[config.mk]
export PLATFORM = sky130hd
export DESIGN_NAME = tes_sequencer
export DESIGN_NICKNAME = d
export VERILOG_FILES = /design/src/include/tes_pkg.sv /design/src/design/tes_sequencer.sv /design/src/design/tes_us_tick.sv
export SDC_FILE = /design/constraint.sdc
export NUM_CORES = 1
export LEC_CHECK = 0
export BUFFER_PORTS_ARGS = -buffer_cell sky130_fd_sc_hd__buf_2
export CAP_MARGIN = 20
export CORE_UTILIZATION = 50
export DETAILED_ROUTE_END_ITERATION = 6
export PLACE_DENSITY = 0.72
export REMOVE_ABC_BUFFERS = 1
export SKIP_CTS_REPAIR_TIMING = 1
export SYNTH_ARGS = -nofsm -noshare
export SYNTH_HDL_FRONTEND = slang
export SYNTH_HIERARCHICAL = 1
export SYNTH_SLANG_ARGS = --single-unit
[constraint.sdc]
create_clock -name clk_in -period 4.9 [get_ports clk_in]
set_clock_uncertainty 0.15 [all_clocks]
set_input_delay 0 -clock clk_in [delete_from_list [all_inputs] [get_ports clk_in]]
set_output_delay 0 -clock clk_in [all_outputs]
set_load 0.02 [all_outputs]
[src/include/tes_pkg.sv]
// Package for the trigger and exposure sequencer: register map, fields,
// reset values and timing counts.
// Assumes a 250 MHz clock and an APB slave with 32-bit data.
package tes_pkg;

  // Clock rate and microsecond conversion.
  localparam int unsigned CLK_MHZ = 250;
  localparam int unsigned CYC_PER_US = CLK_MHZ;

  // Register byte offsets.
  localparam logic [7:0] OFS_CTRL = 8'h00;
  localparam logic [7:0] OFS_EXPOSURE = 8'h04;
  localparam logic [7:0] OFS_DELAY = 8'h08;
  localparam logic [7:0] OFS_BULK = 8'h0c;
  localparam logic [7:0] OFS_PACE = 8'h10;
  localparam logic [7:0] OFS_FIRE = 8'h14;
  localparam logic [7:0] OFS_STATUS = 8'h18;

  // Control register field positions.
  localparam int unsigned CTRL_SYNC_BIT = 0;
  localparam int unsigned CTRL_ORIGIN_BIT = 1;
  localparam int unsigned CTRL_SEQ_LSB = 2;
  localparam int unsigned CTRL_POL_BIT = 4;
  localparam int unsigned CTRL_POLICY_BIT = 5;

  // Sequence encodings.
  localparam logic [1:0] SEQ_EDGE = 2'h0;
  localparam logic [1:0] SEQ_LEVEL = 2'h1;
  localparam logic [1:0] SEQ_BULK = 2'h2;

  // Limits and reset values, in microseconds or frames.
  localparam logic [23:0] EXPOSURE_MIN_US = 24'h00001e;
  localparam logic [23:0] EXPOSURE_MAX_US = 24'hf42400;
  localparam logic [23:0] EXPOSURE_RST_US = 24'h001388;
  localparam logic [20:0] DELAY_MAX_US = 21'h1e8480;
  localparam logic [7:0] BULK_RST = 8'h00;
  localparam logic [23:0] PACE_RST_US = 24'h001388;
  localparam logic [31:0] CTRL_RST = 32'h0000_0000;

  // Gap between bulk frames, in microseconds.
  localparam int unsigned FRAME_GAP_US = 1;
  localparam int unsigned FRAME_GAP_CYC = FRAME_GAP_US * CYC_PER_US;

endpackage

[src/design/tes_sequencer.sv]
// Trigger and exposure sequencer with an APB register slave.
// Assumes the trigger line is synchronous to clk_in and one clock domain.
`timescale 1ns/1ps
module tes_sequencer #(
  // Clock cycles in one microsecond of the exposure and delay time base.
  parameter int unsigned US_CYCLES = tes_pkg::CYC_PER_US
) (
  input wire logic clk_in,
  input wire logic sys_rst_in,
  input wire logic psel_in,
  input wire logic penable_in,
  input wire logic pwrite_in,
  input wire logic [7:0] paddr_in,
  input wire logic [31:0] pwdata_in,
  output logic [31:0] prdata_out,
  output logic pready_out,
  output logic pslverr_out,
  input wire logic external_fire_line_in,
  output logic exposure_active_out,
  output logic frame_start_out,
  output logic trigger_wait_out
);

  typedef enum logic [4:0] {
    ST_IDLE = 5'b00001,
    ST_DELAY = 5'b00010,
    ST_EXPOSE = 5'b00100,
    ST_LEVEL = 5'b01000,
    ST_GAP = 5'b10000
  } tes_state_t;

  typedef struct packed {
    tes_state_t state;
    logic sync_sel;
    logic origin_sel;
    logic [1:0] seq_sel;
    logic pol_sel;
    logic policy_sel;
    logic [23:0] exposure_us;
    logic [20:0] delay_us;
    logic [7:0] bulk_total;
    logic [23:0] pace_us;
    logic fire_pend;
    logic line_d;
    logic [23:0] us_cnt;
    logic [7:0] frames_left;
    logic [15:0] gap_cnt;
    logic [31:0] frame_cnt;
    logic [31:0] prdata;
    logic pready;
    logic pslverr;
    logic expo;
    logic fstart;
    logic twait;
  } tes_st_t;

  tes_st_t st_r;
  tes_st_t st_nxt;
  logic tick;
  logic tick_restart;

  // Clamps a requested exposure into the supported range.
  function automatic logic [23:0] clamp_exposure(input logic [31:0] v);
    if (v < 32'(tes_pkg::EXPOSURE_MIN_US)) begin
      return tes_pkg::EXPOSURE_MIN_US;
    end else if (v > 32'(tes_pkg::EXPOSURE_MAX_US)) begin
      return tes_pkg::EXPOSURE_MAX_US;
    end
    return v[23:0];
  endfunction

  // Microsecond time base, realigned whenever a timed phase begins.
  tes_us_tick #(
    .DIV(US_CYCLES)
  ) u_tick (
    .clk_in(clk_in),
    .sys_rst_in(sys_rst_in),
    .restart_in(tick_restart),
    .tick_out(tick)
  );

  logic hw_edge;
  logic line_act;
  logic trig_hit;
  logic [23:0] expo_len;
  logic apb_acc;
  logic apb_wr;
  logic [23:0] gap_us;

  // Trigger qualification and exposure length selection.
  always_comb begin
    line_act = external_fire_line_in ^ st_r.pol_sel;
    hw_edge = line_act & ~(st_r.line_d ^ st_r.pol_sel);
    trig_hit = st_r.origin_sel ? st_r.fire_pend : hw_edge;
    expo_len = st_r.policy_sel ? clamp_exposure(32'(st_r.pace_us))
                               : st_r.exposure_us;
    gap_us = (st_r.pace_us > expo_len) ? st_r.pace_us - expo_len
                                       : 24'h000000;
    apb_acc = psel_in & penable_in & ~st_r.pready;
    apb_wr = apb_acc & pwrite_in;
  end

  // Next-state logic: registers, APB and the exposure sequencer.
  always_comb begin
    st_nxt = st_r;
    st_nxt.line_d = external_fire_line_in;
    st_nxt.pready = apb_acc;
    st_nxt.pslverr = 1'b0;
    st_nxt.fstart = 1'b0;
    tick_restart = 1'b0;
    // Register writes and reads, answered one cycle after access starts.
    if (apb_wr) begin
      unique case (paddr_in)
        tes_pkg::OFS_CTRL: begin
          st_nxt.sync_sel = pwdata_in[tes_pkg::CTRL_SYNC_BIT];
          st_nxt.origin_sel = pwdata_in[tes_pkg::CTRL_ORIGIN_BIT];
          st_nxt.seq_sel = pwdata_in[tes_pkg::CTRL_SEQ_LSB +: 2];
          st_nxt.pol_sel = pwdata_in[tes_pkg::CTRL_POL_BIT];
          st_nxt.policy_sel = pwdata_in[tes_pkg::CTRL_POLICY_BIT];
        end
        tes_pkg::OFS_EXPOSURE: begin
          st_nxt.exposure_us = clamp_exposure(pwdata_in);
        end
        tes_pkg::OFS_DELAY: begin
          st_nxt.delay_us = (pwdata_in > 32'(tes_pkg::DELAY_MAX_US)) ?
            tes_pkg::DELAY_MAX_US : pwdata_in[20:0];
        end
        tes_pkg::OFS_BULK: begin
          st_nxt.bulk_total = pwdata_in[7:0];
        end
        tes_pkg::OFS_PACE: begin
          st_nxt.pace_us = clamp_exposure(pwdata_in);
        end
        tes_pkg::OFS_FIRE: begin
          // Taken below, and only while a trigger is awaited.
        end
        tes_pkg::OFS_STATUS: begin
        end
        default: begin
          st_nxt.pslverr = 1'b1;
        end
      endcase
    end else if (apb_acc) begin
      unique case (paddr_in)
        tes_pkg::OFS_CTRL: begin
          st_nxt.prdata = {26'h0, st_r.policy_sel, st_r.pol_sel,
                           st_r.seq_sel, st_r.origin_sel, st_r.sync_sel};
        end
        tes_pkg::OFS_EXPOSURE: st_nxt.prdata = {8'h00, st_r.exposure_us};
        tes_pkg::OFS_DELAY: st_nxt.prdata = {11'h000, st_r.delay_us};
        tes_pkg::OFS_BULK: st_nxt.prdata = {24'h000000, st_r.bulk_total};
        tes_pkg::OFS_PACE: st_nxt.prdata = {8'h00, st_r.pace_us};
        tes_pkg::OFS_FIRE: st_nxt.prdata = 32'h0000_0000;
        tes_pkg::OFS_STATUS: st_nxt.prdata = st_r.frame_cnt;
        default: begin
          st_nxt.prdata = 32'h0000_0000;
          st_nxt.pslverr = 1'b1;
        end
      endcase
    end
    // Exposure sequencer.
    unique case (st_r.state)
      ST_IDLE: begin
        // Free run: start the next frame at once, whatever the sequence.
        if (!st_r.sync_sel) begin
          st_nxt.state = ST_EXPOSE;
          st_nxt.us_cnt = expo_len;
          st_nxt.frames_left = 8'h00;
          st_nxt.expo = 1'b1;
          st_nxt.fstart = 1'b1;
          tick_restart = 1'b1;
        end else if (trig_hit) begin
          // A pending host fire command is consumed here; commands
          // written while busy are never latched.
          st_nxt.fire_pend = 1'b0;
          st_nxt.frames_left = (st_r.seq_sel == tes_pkg::SEQ_BULK) ?
            st_r.bulk_total : 8'h00;
          tick_restart = 1'b1;
          if (!st_r.origin_sel && st_r.delay_us != 21'h0) begin
            st_nxt.state = ST_DELAY;
            st_nxt.us_cnt = {3'h0, st_r.delay_us};
          end else if (st_r.seq_sel == tes_pkg::SEQ_LEVEL) begin
            st_nxt.state = ST_LEVEL;
            st_nxt.expo = 1'b1;
            st_nxt.fstart = 1'b1;
          end else begin
            st_nxt.state = ST_EXPOSE;
            st_nxt.us_cnt = expo_len;
            st_nxt.expo = 1'b1;
            st_nxt.fstart = 1'b1;
          end
        end
      end
      ST_DELAY: begin
        if (tick) begin
          st_nxt.us_cnt = st_r.us_cnt - 24'h000001;
        end
        if (tick && st_r.us_cnt == 24'h000001) begin
          tick_restart = 1'b1;
          st_nxt.expo = 1'b1;
          st_nxt.fstart = 1'b1;
          if (st_r.seq_sel == tes_pkg::SEQ_LEVEL) begin
            st_nxt.state = ST_LEVEL;
          end else begin
            st_nxt.state = ST_EXPOSE;
            st_nxt.us_cnt = expo_len;
          end
        end
      end
      ST_LEVEL: begin
        if (!line_act) begin
          st_nxt.state = ST_IDLE;
          st_nxt.expo = 1'b0;
          st_nxt.frame_cnt = st_r.frame_cnt + 32'h1;
        end
      end
      ST_EXPOSE: begin
        if (tick) begin
          st_nxt.us_cnt = st_r.us_cnt - 24'h000001;
        end
        if (tick && st_r.us_cnt == 24'h000001) begin
          st_nxt.expo = 1'b0;
          st_nxt.frame_cnt = st_r.frame_cnt + 32'h1;
          st_nxt.gap_cnt = 16'(tes_pkg::FRAME_GAP_US * US_CYCLES);
          st_nxt.us_cnt = gap_us;
          st_nxt.state = ST_GAP;
          tick_restart = 1'b1;
        end
      end
      ST_GAP: begin
        // Holds the frame gap, and in free run the frame period; triggers are not looked at here.
        if (st_r.gap_cnt != 16'h0000) begin
          st_nxt.gap_cnt = st_r.gap_cnt - 16'h0001;
        end
        if (tick && st_r.us_cnt != 24'h000000 && !st_r.sync_sel) begin
          st_nxt.us_cnt = st_r.us_cnt - 24'h000001;
        end
        if (st_r.gap_cnt == 16'h0000 &&
            (st_r.sync_sel || st_r.us_cnt == 24'h000000)) begin
          if (st_r.sync_sel && st_r.frames_left > 8'h01) begin
            st_nxt.frames_left = st_r.frames_left - 8'h01;
            st_nxt.state = ST_EXPOSE;
            st_nxt.us_cnt = expo_len;
            st_nxt.expo = 1'b1;
            st_nxt.fstart = 1'b1;
            tick_restart = 1'b1;
          end else begin
            st_nxt.state = ST_IDLE;
          end
        end
      end
      default: begin
        st_nxt.state = ST_IDLE;
        st_nxt.expo = 1'b0;
      end
    endcase
    // A host fire command is latched only while a trigger is awaited.
    if (apb_wr && paddr_in == tes_pkg::OFS_FIRE &&
        st_r.state == ST_IDLE && st_r.sync_sel && st_r.origin_sel &&
        !st_r.fire_pend) begin
      st_nxt.fire_pend = 1'b1;
    end
    st_nxt.twait = st_r.sync_sel && (st_nxt.state == ST_IDLE);
  end

  // Registers the state.
  always_ff @(posedge clk_in) begin
    if (sys_rst_in) begin
      st_r <= '0;
      st_r.state <= ST_IDLE;
      st_r.exposure_us <= tes_pkg::EXPOSURE_RST_US;
      st_r.bulk_total <= tes_pkg::BULK_RST;
      st_r.pace_us <= tes_pkg::PACE_RST_US;
      st_r.line_d <= 1'b0;
    end else begin
      st_r <= st_nxt;
    end
  end

  assign prdata_out = st_r.prdata;
  assign pready_out = st_r.pready;
  assign pslverr_out = st_r.pslverr;
  assign exposure_active_out = st_r.expo;
  assign frame_start_out = st_r.fstart;
  assign trigger_wait_out = st_r.twait;

endmodule // tes_sequencer

[src/design/tes_us_tick.sv]
// Microsecond tick generator for the trigger and exposure sequencer.
// Assumes one clock and a synchronous active-high reset.
`timescale 1ns/1ps
module tes_us_tick #(
  parameter int unsigned DIV = tes_pkg::CYC_PER_US
) (
  input wire logic clk_in,
  input wire logic sys_rst_in,
  input wire logic restart_in,
  output logic tick_out
);

  typedef struct packed {
    logic [15:0] cnt;
    logic tick;
  } tes_tick_st_t;

  tes_tick_st_t st_r;
  tes_tick_st_t st_nxt;

  // Counts DIV cycles and pulses once; restart aligns to a new interval.
  always_comb begin
    st_nxt = st_r;
    st_nxt.tick = 1'b0;
    if (restart_in) begin
      st_nxt.cnt = 16'h0000;
    end else if (st_r.cnt == 16'(DIV - 1)) begin
      st_nxt.cnt = 16'h0000;
      st_nxt.tick = 1'b1;
    end else begin
      st_nxt.cnt = st_r.cnt + 16'h0001;
    end
  end

  // Registers the state.
  always_ff @(posedge clk_in) begin
    if (sys_rst_in) begin
      st_r <= '0;
    end else begin
      st_r <= st_nxt;
    end
  end

  assign tick_out = st_r.tick;

endmodule // tes_us_tick

# Word level (Yosys, flattened, before mapping)
# Index checks and enable logic that the tools add are counted.
# op_classes
reduce_logical	45
addsub	6
n_bitwise	9
n_eq_ne	25
order_cmp	7
muxes	73
# ops
cell	count
$mux 24	16
$pmux 32 s6	1
$mux 32	5
$pmux 24 s4	1
$pmux 32 s2	1
$mux 48	1
$add 32x1->32 const B	1
$gt 32x21->1 const B	1
$gt 32x24->1 const B	1
$lt 32x5->1 const B	1
$pmux 16 s2	1
$mux 5	6
$pmux 5 s5	1
$eq 24x1->1 const B	1
$eq 8x5->1 const B	3
$gt 24x24->1	1
$gt 24x24->1 const B	1
$logic_not 24->1	1
$lt 24x5->1 const B	1
$mux 1	24
$reduce_bool 24->1	1
$sub 24x1->24 const B	1
$sub 24x24->24	1
$mux 21	1
44 further kinds	92
# word_totals
input_bits	46
output_inout_bits	37
register_bits	224
word_cells	189

# Logic depth before layout (Yosys ltp)
# Gate-level depths: netlist of run 1.
# logic_depth
ltp_word	10
mapped_depth	23
ltp_nobuf	19

# Modules after synthesis
# Netlist of run 1, hierarchy kept.
# by_module_without_submodules
mod	n_inst	seq_area_each_um2	cells_each	area_each_um2
tes_sequencer	1	4144.0	1626	12589.6
tes_us_tick	1	340.3	86	770.7

# Worst setup path before layout of run 1
# OpenSTA, ideal clock, no wires.
# synth_timing
path_type	register to register
start	register st_r[137] (netlist name)
end	register st_r[114] (netlist name)
setup_ns	0.080
path_buffers	3
arrival_time_ns	4.347
setup_slack_ns	0.324
synth_period_minus_slack_ns	4.576
path_stages_with_launch	23
t_required_ns	4.670
path_cell_list	dfxtp_1 nor4_1 nand4_1 o21a_1 and3_1 buf_4 clkbuf_1 a22o_1 ha_1 inv_1 ha_1 a21o_1 a221o_1 o31a_1 a31oi_1 o311ai_4 or4b_4 a31oi_4 nand4_4 a21oi_4 buf_6 nand2_2 a211oi_2
# synth_via
elab_chain_cells	10
elab_cells_between_ends	20
classes_between	add/sub (1); order compare (3); mux (16)
# synth_rtl
element	line_no	source
from (decl)	tes_sequencer.sv:57	tes_st_t st_r;
from (signal assigned)	tes_sequencer.sv:276	st_r <= st_nxt;
parallel branches: the longest is 9 deep, another holds $gt 24x24->1	n/a	
$pmux 24 s4 *	tes_sequencer.sv:162	unique case (st_r.state)
# Mark *: on every way between the ends. The select of a mux whose other input is x is not followed.
# A chain may end at the register's enable or synchronous reset.

# Worst setup path after layout of run 1
# layout_timing
start	register st_r[129] (netlist name)
end	register st_r[93] (netlist name)
# The elaborated chain is that of the path after synthesis.

==> flow_metrics.tcl, run 1 <==
set metrics [dict create \
    dr_wl_met3_um 3647 \
    tightest_slew_ps 1078 \
    whs_ps -0.09337 \
    final_nets 1851 \
    gp_congestion 0.9663 \
    drv_cap 0 \
    num_vias 13370 \
    numCtsBuffers 26 \
    dieArea_mm2 0.02738 \
    cts_tree "done" \
    diodes 0 \
    syn-instance-count 1712 \
    ys_dominant_reg_cell "dfxtp_1" \
    synth-seq-cells 224 \
    path_class "flop to flop" \
    wl_met2_um 19080 \
    post-route-period-util_pct 97.34 \
    dp_hpwl_um 30450 \
    fp.dieW_um 165.5 \
    grt_pass1_vias 11570 \
    power-per-cell-area_mw_per_mm2 294.7 \
    port_buffers 82 \
    initial_core_util_pct 51.13 \
    yosys.area.top_type "dfxtp_1" \
    drt_iter0_drc 1698 \
    synth_cell_type_count 83 \
    synth_most_common_cell "nor2_1" \
    clkSinkCount 224 \
    clock_path_buffers 3 \
    crit_chain "nor3_2, nand4_1, o21a_2, and3_4, a22o_1, ha_1, inv_2, ha_2, a21o_1, a221o_1, o31a_1, a31oi_2, o311ai_4, or4b_4, a31oi_4, nand4_4, a21oi_4, buf_12, nand2b_1, a221oi_2" \
    antenna_left 0 \
    max_slew_margin_pct 27.59 \
    slowest_delay_ps 540 \
    grt_pass1_wl_um 63910 \
    antenna_found_initial 0 \
    start_kind "flop" \
    leakagePower_nw 5.684 \
    setup_viol 0 \
    crit_fanout 7 \
    die_y_um 165.5 \
    dp_cells 2030 \
    worstHoldPathType "primary input to flop" \
    viasPerCell 6.275 \
    finalNonFillerCells 2130 \
    synth_top_cell_area_share_pct 33.56 \
    io_pins 83 \
    routedWlPerCell_um 20.02 \
    core_area_mm2 0.02613 \
    ctsHtreeMaxLevel 1 \
    clock-root-buffer "clkbuf_16" \
    syn_to_final_growth_pct 15.56 \
    netlist_area_mm2 0.01336 \
    ys_seq_area_share_pct 33.56 \
    drtPass1Iterations 7 \
    slew_violations 0 \
    grt_max_degree 88 \
    worstSkewPairLatency_ps 530 \
    core.rowCount 59 \
    hold_viol_final 1 \
    end_kind "flop" \
    peakVddDrop_v 0.0003292 \
    wl_um 42650 \
    avgSynthCellArea_um2 7.804 \
    drive_above_1_share_pct 13.98 \
    highest_layer "met4" \
    grt_use_total_pct 29.72 \
    period_needed_ps 4769 \
    synth_common_cells "nor2_1, dfxtp_1, nand2_1, a21oi_1, clkbuf_1" \
    max_freq_mhz 209.7 \
    violations "DRC, hold timing" \
    cp.required_ps 5190 \
    yosysWarningCount 6 \
    slowest_stage "or4b_4" \
    clk_pin_slew_ps 70 \
    yosys-top-cells-area "dfxtp_1, nor2_1, a21oi_1" \
    wl_met1_um 17940 \
    cp.arrival_ps 5060 \
    grt-ovfl-total 0 \
    pre_cts_slack_ps 167.9 \
    synthArstFlopShare_pct 0 \
    synth_edf_count 0 \
    cp_top_family "compound AO/OA/AOI/OAI gates" \
    fin_ws_ps 130.5 \
    power.total_mw 4.550 \
    cp.buffers_inverters 2 \
    drcViolationCount 4 \
    status "complete, but fails checks" \
]
[sequential cells by signal, indices dropped and copies added (netlist names)]
signal               flops
pslverr_out              1
pready_out               1
exposure_active_out      1
prdata_out              32
u_tick/tick_out          1
u_tick/st_r             16
trigger_wait_out         1
frame_start_out          1
st_r                   170
[stage by stage]
step	setup TNS, ps	cell area (um2)	util (%)
3_5_place_dp	0	13850	52.98
3_3_place_gp	0	13840	52.95
2_1_floorplan	0	12630	-
6_report	0	15440	59.08
5_1_grt	-235.2	15440	59.08
4_1_cts	0	14770	56.50
[worst reg2reg max path, cell delays in order (launching register included)]
cell	delay, ps
dfxtp_1	410
nor3_2	220
nand4_1	240
o21a_2	300
and3_4	190
a22o_1	220
ha_1	190
inv_2	60
ha_2	170
a21o_1	80
a221o_1	130
o31a_1	160
a31oi_2	90
o311ai_4	350
or4b_4	540
a31oi_4	250
nand4_4	130
a21oi_4	300
buf_12	170
nand2b_1	80
a221oi_2	250
[layer usage]
metal | GRT usage, % | vias to the layer above
met5 | 0 | -
met3 | 4.196 | 113
met1 | 40.73 | 6306
li1 | - | 6278
met2 | 46.25 | 669
met4 | 12.93 | 0
[cell type report]
type / count / area [um2]
Inverter: 25 / 93.84
Clock inverter: 10 / 152.6
Fill cell: 2316 / 10690
Tap cell: 335 / 419.2
Timing Repair Buffer: 178 / 1309
Multi-Input combinational cell: 1320 / 8204
Sequential cell: 224 / 4493
Clock buffer: 38 / 767.0
[cells in the final DEF, fill, tap and decap left out, drive strengths merged, types with 25 or more instances in the layout]
master	n
nor3	63
nand2	153
a221oi	32
dlygate4sd3	41
inv	25
nor2	267
xor2	63
o21ai	41
a211oi	38
nor4	26
clkbuf	40
xnor2	60
a22oi	63
a21oi	143
dfxtp	224
nand3	67
buf	135
ha	30
[power by group]
part,internal (mW),total (mW),switching [mW]
Clock,1.29,2.09,0.798
Combinational,0.210,0.526,0.316
Sequential,1.87,1.93,0.0692
Total,3.37,4.55,1.18
[worst paths after layout]
path | startpoint | to | slack, ps | cells past startpoint
min reg2reg | prdata_out[28] | prdata_out[28] | 300 | 2
max reg2reg | st_r[129] | st_r[93] | 130 | 20
min | psel_in | st_r[197] | -0.09 | 6
max | st_r[129] | st_r[93] | 130 | 20
[kinds of logic after synthesis]
kind of cell               after synthesis  share of synthesized area (%)
xor gates and xnor gates               123                          8.063
AOI/OAI and AO/OA                      431                          22.31
and+or+nand+nor                        716                          25.60
adders and majority gates               30                          2.810
buffers and inverters                  168                          6.143
DFF                                    224                          33.56
muxes                                   20                          1.508
No activity file was read; power rests on OpenSTA's default activity.
==> run 2, diff against run 1 <==
--- a/config.mk
+++ b/config.mk
@@ -9,7 +9,7 @@
 export CAP_MARGIN = 20
 export CORE_UTILIZATION = 50
 export DETAILED_ROUTE_END_ITERATION = 6
-export PLACE_DENSITY = 0.72
+export PLACE_DENSITY = 0.7
 export REMOVE_ABC_BUFFERS = 1
 export SKIP_CTS_REPAIR_TIMING = 1
 export SYNTH_ARGS = -nofsm -noshare
==> constraint.sdc (replaced) <==
create_clock -name clk_in -period 4.7 [get_ports clk_in]
set_clock_uncertainty 0.15 [all_clocks]
set_input_delay 0 -clock clk_in [delete_from_list [all_inputs] [get_ports clk_in]]
set_output_delay 0 -clock clk_in [all_outputs]
set_load 0.02 [all_outputs]
==> run 2 against run 1 <==
  * The flow still finishes with violations (DRC, hold timing)
  * First-iteration DRC count up 0.29%
  * Final cell count is 0.94% higher
  * Sequential share of layout area decreased by 0.38 points
  * Largest cell class unchanged
  * Flip-flop and latch count unchanged
  * Design area rose by 1.3%
  * Routed wire length is 3.7% higher
==> flow_metrics.tcl, run 2 (synthesized netlist as in run 1, its figures left out) <==
set metrics [dict create \
    globalRouteMet3Util_pct 4.770 \
    max_freq_mhz 214.3 \
    routedWlPerCell_um 20.56 \
    period_needed_ps 4667 \
    r2r_end "st_r[93]" \
    viasPerCell 6.253 \
    grt-ovfl-total 0 \
    setup_viol 0 \
    clkSinkCount 224 \
    tightest_slew_ps 1051 \
    power-per-cell-area_mw_per_mm2 297.2 \
    clock_path_buffers 3 \
    start_kind "flop" \
    largest_register_ff_count 170 \
    antenna_found_initial 1 \
    p_clk_share_pct 44.7 \
    clock-root-buffer "clkbuf_16" \
    p_seq_share_pct 43.3 \
    drive_above_1_share_pct 15.43 \
    slew_violations 0 \
    wl_um 44210 \
    port_buffers 82 \
    numCtsBuffers 26 \
    whs_ps -29.45 \
    power_switching_mw 1.225 \
    drv_cap 0 \
    peakVddDrop_v 0.0002912 \
    drtPass1Iterations 7 \
    syn_to_final_growth_pct 17.07 \
    drcViolationCount 12 \
    violations "DRC, hold timing" \
    r2r_slack_ps 30 \
    num_vias 13440 \
    power.total_mw 4.649 \
    core.rowCount 59 \
    switching_share_pct 26.35 \
    dp_cells 2045 \
    combPwrFrac_pct 12.0 \
    cts_tree "done" \
    leakagePower_nw 5.797 \
    clk_pin_slew_ps 60 \
    worstHoldPathType "primary input to flop" \
    gp_congestion 0.9855 \
    status "complete, but fails checks" \
    holdPathEnd "st_r[169]" \
    top_register "st_r" \
    reg2reg_depth 20 \
    initial_core_util_pct 51.13 \
    grt_use_total_pct 30.28 \
    post-route-util_pct 59.85 \
    post-route-period-util_pct 99.29 \
    max_slew_margin_pct 29.68 \
    holdPathStages 6 \
    final_nets 1873 \
    rsz0062_at_grt "true" \
    p_int_mw 3.424 \
    core_area_mm2 0.02613 \
    dp_hpwl_um 31400 \
    diodes 0 \
    path_class "flop to flop" \
    final_cell_mix "nor2_1, dfxtp_1, nand2_1, a21oi_1, buf_2" \
    final_common_cell "nor2_1" \
    finalNonFillerCells 2150 \
    crit_fanout 6 \
    die_y_um 165.5 \
    cp.required_ps 5000 \
    cp.arrival_ps 4970 \
    grtUsageMet1_pct 42.28 \
    io_pins 83 \
    worstSkewPairLatency_ps 540 \
    n_fill_cell 2310 \
    drt_iter0_drc 1703 \
    grt_max_degree 88 \
    ctsHtreeMaxLevel 1 \
    min-delay-start "pwdata_in[29]" \
    antenna_left 0 \
    grt_pass1_wl_um 64600 \
    fp.dieW_um 165.5 \
    end_kind "flop" \
    grt_pass1_vias 11530 \
    grtUsageMet2_pct 45.97 \
    hold_viol_final 5 \
    dieArea_mm2 0.02738 \
    r2r-start "st_r[128]" \
    top_usage_layer "met2" \
]
## run 2: changes by cell type in the layout (fill, tap and decap cells not counted), moves of 3 or more
cell / previous run / this run
clkinv_2: 5 / 0
bufinv_16: 4 / 1
clkbuf_8: 5 / 10
buf_4: 49 / 71
## run 2: worst max path at each step
stage / startpoint / to / depth (start not counted)
after global routing: st_r[128] / st_r[96] / 20
after CTS: st_r[128] / st_r[93] / 19
after detailed placement: st_r[128] / st_r[93] / 19
after global placement: st_r[128] / st_r[96] / 19
final: st_r[128] / st_r[93] / 20
after floorplan: st_r[133] / st_r[94] / 19
## run 2: area by class of cell
type | count | area (um2) | area share, %
Clock buffer | 43 | 835.8 | 5.344
Timing Repair Buffer | 200 | 1491 | 9.535
Inverter | 25 | 93.84 | 0.6000
Sequential cell | 224 | 4493 | 28.73
Clock inverter | 3 | 46.29 | 0.2960
Tap cell | 335 | 419.2 | 2.680
Multi-Input combinational cell | 1320 | 8262 | 52.82
## run 2: metrics by stage
step                area [um2]  setup WS [ps]  setup TNS [ps]
floorplan                12630          66.49               0
global placement         13950          160.0               0
detailed placement       13960          27.55               0
CTS                      14840         -4.643          -4.643
global route             15640         -135.6           -1671
finish                   15640          33.42               0
## run 2: metal layers
| metal | vias to the layer above | part of all wire [%] |
|---|---|---|
| met2 | 591 | 44 |
| li1 | 6324 | - |
| met3 | 122 | 8.2 |
| met5 | - | 0 |
| met1 | 6407 | 43 |
| met4 | 0 | 4.4 |
## run 2: critical path: stages (launching register included)
cell and delay (ps):
dfxtp_4 360, nor4_4 340, nand3_2 140, o21a_1 230
and3_4 190, a22o_1 200, ha_2 190, inv_2 70
ha_4 120, a21o_1 80, a221o_1 140, o31a_1 180
a31oi_4 60, o311ai_4 370, or4b_4 540, a31oi_4 290
nand4_4 140, a21oi_4 320, buf_12 180, nand2b_1 70
a221oi_2 210
## run 2: power by group through the flow
| stage | Combinational, mW | Clock [mW] | Sequential (mW) |
|---|---|---|---|
| CTS | 0.506 | 2.09 | 2.01 |
| finish | 0.557 | 2.08 | 2.01 |
| detailed placement | 0.503 | 0 | 2.06 |
| global placement | 0.498 | 0 | 2.05 |
| global route | 0.607 | 2.17 | 2.02 |
| floorplan | 0.321 | 0 | 2.05 |
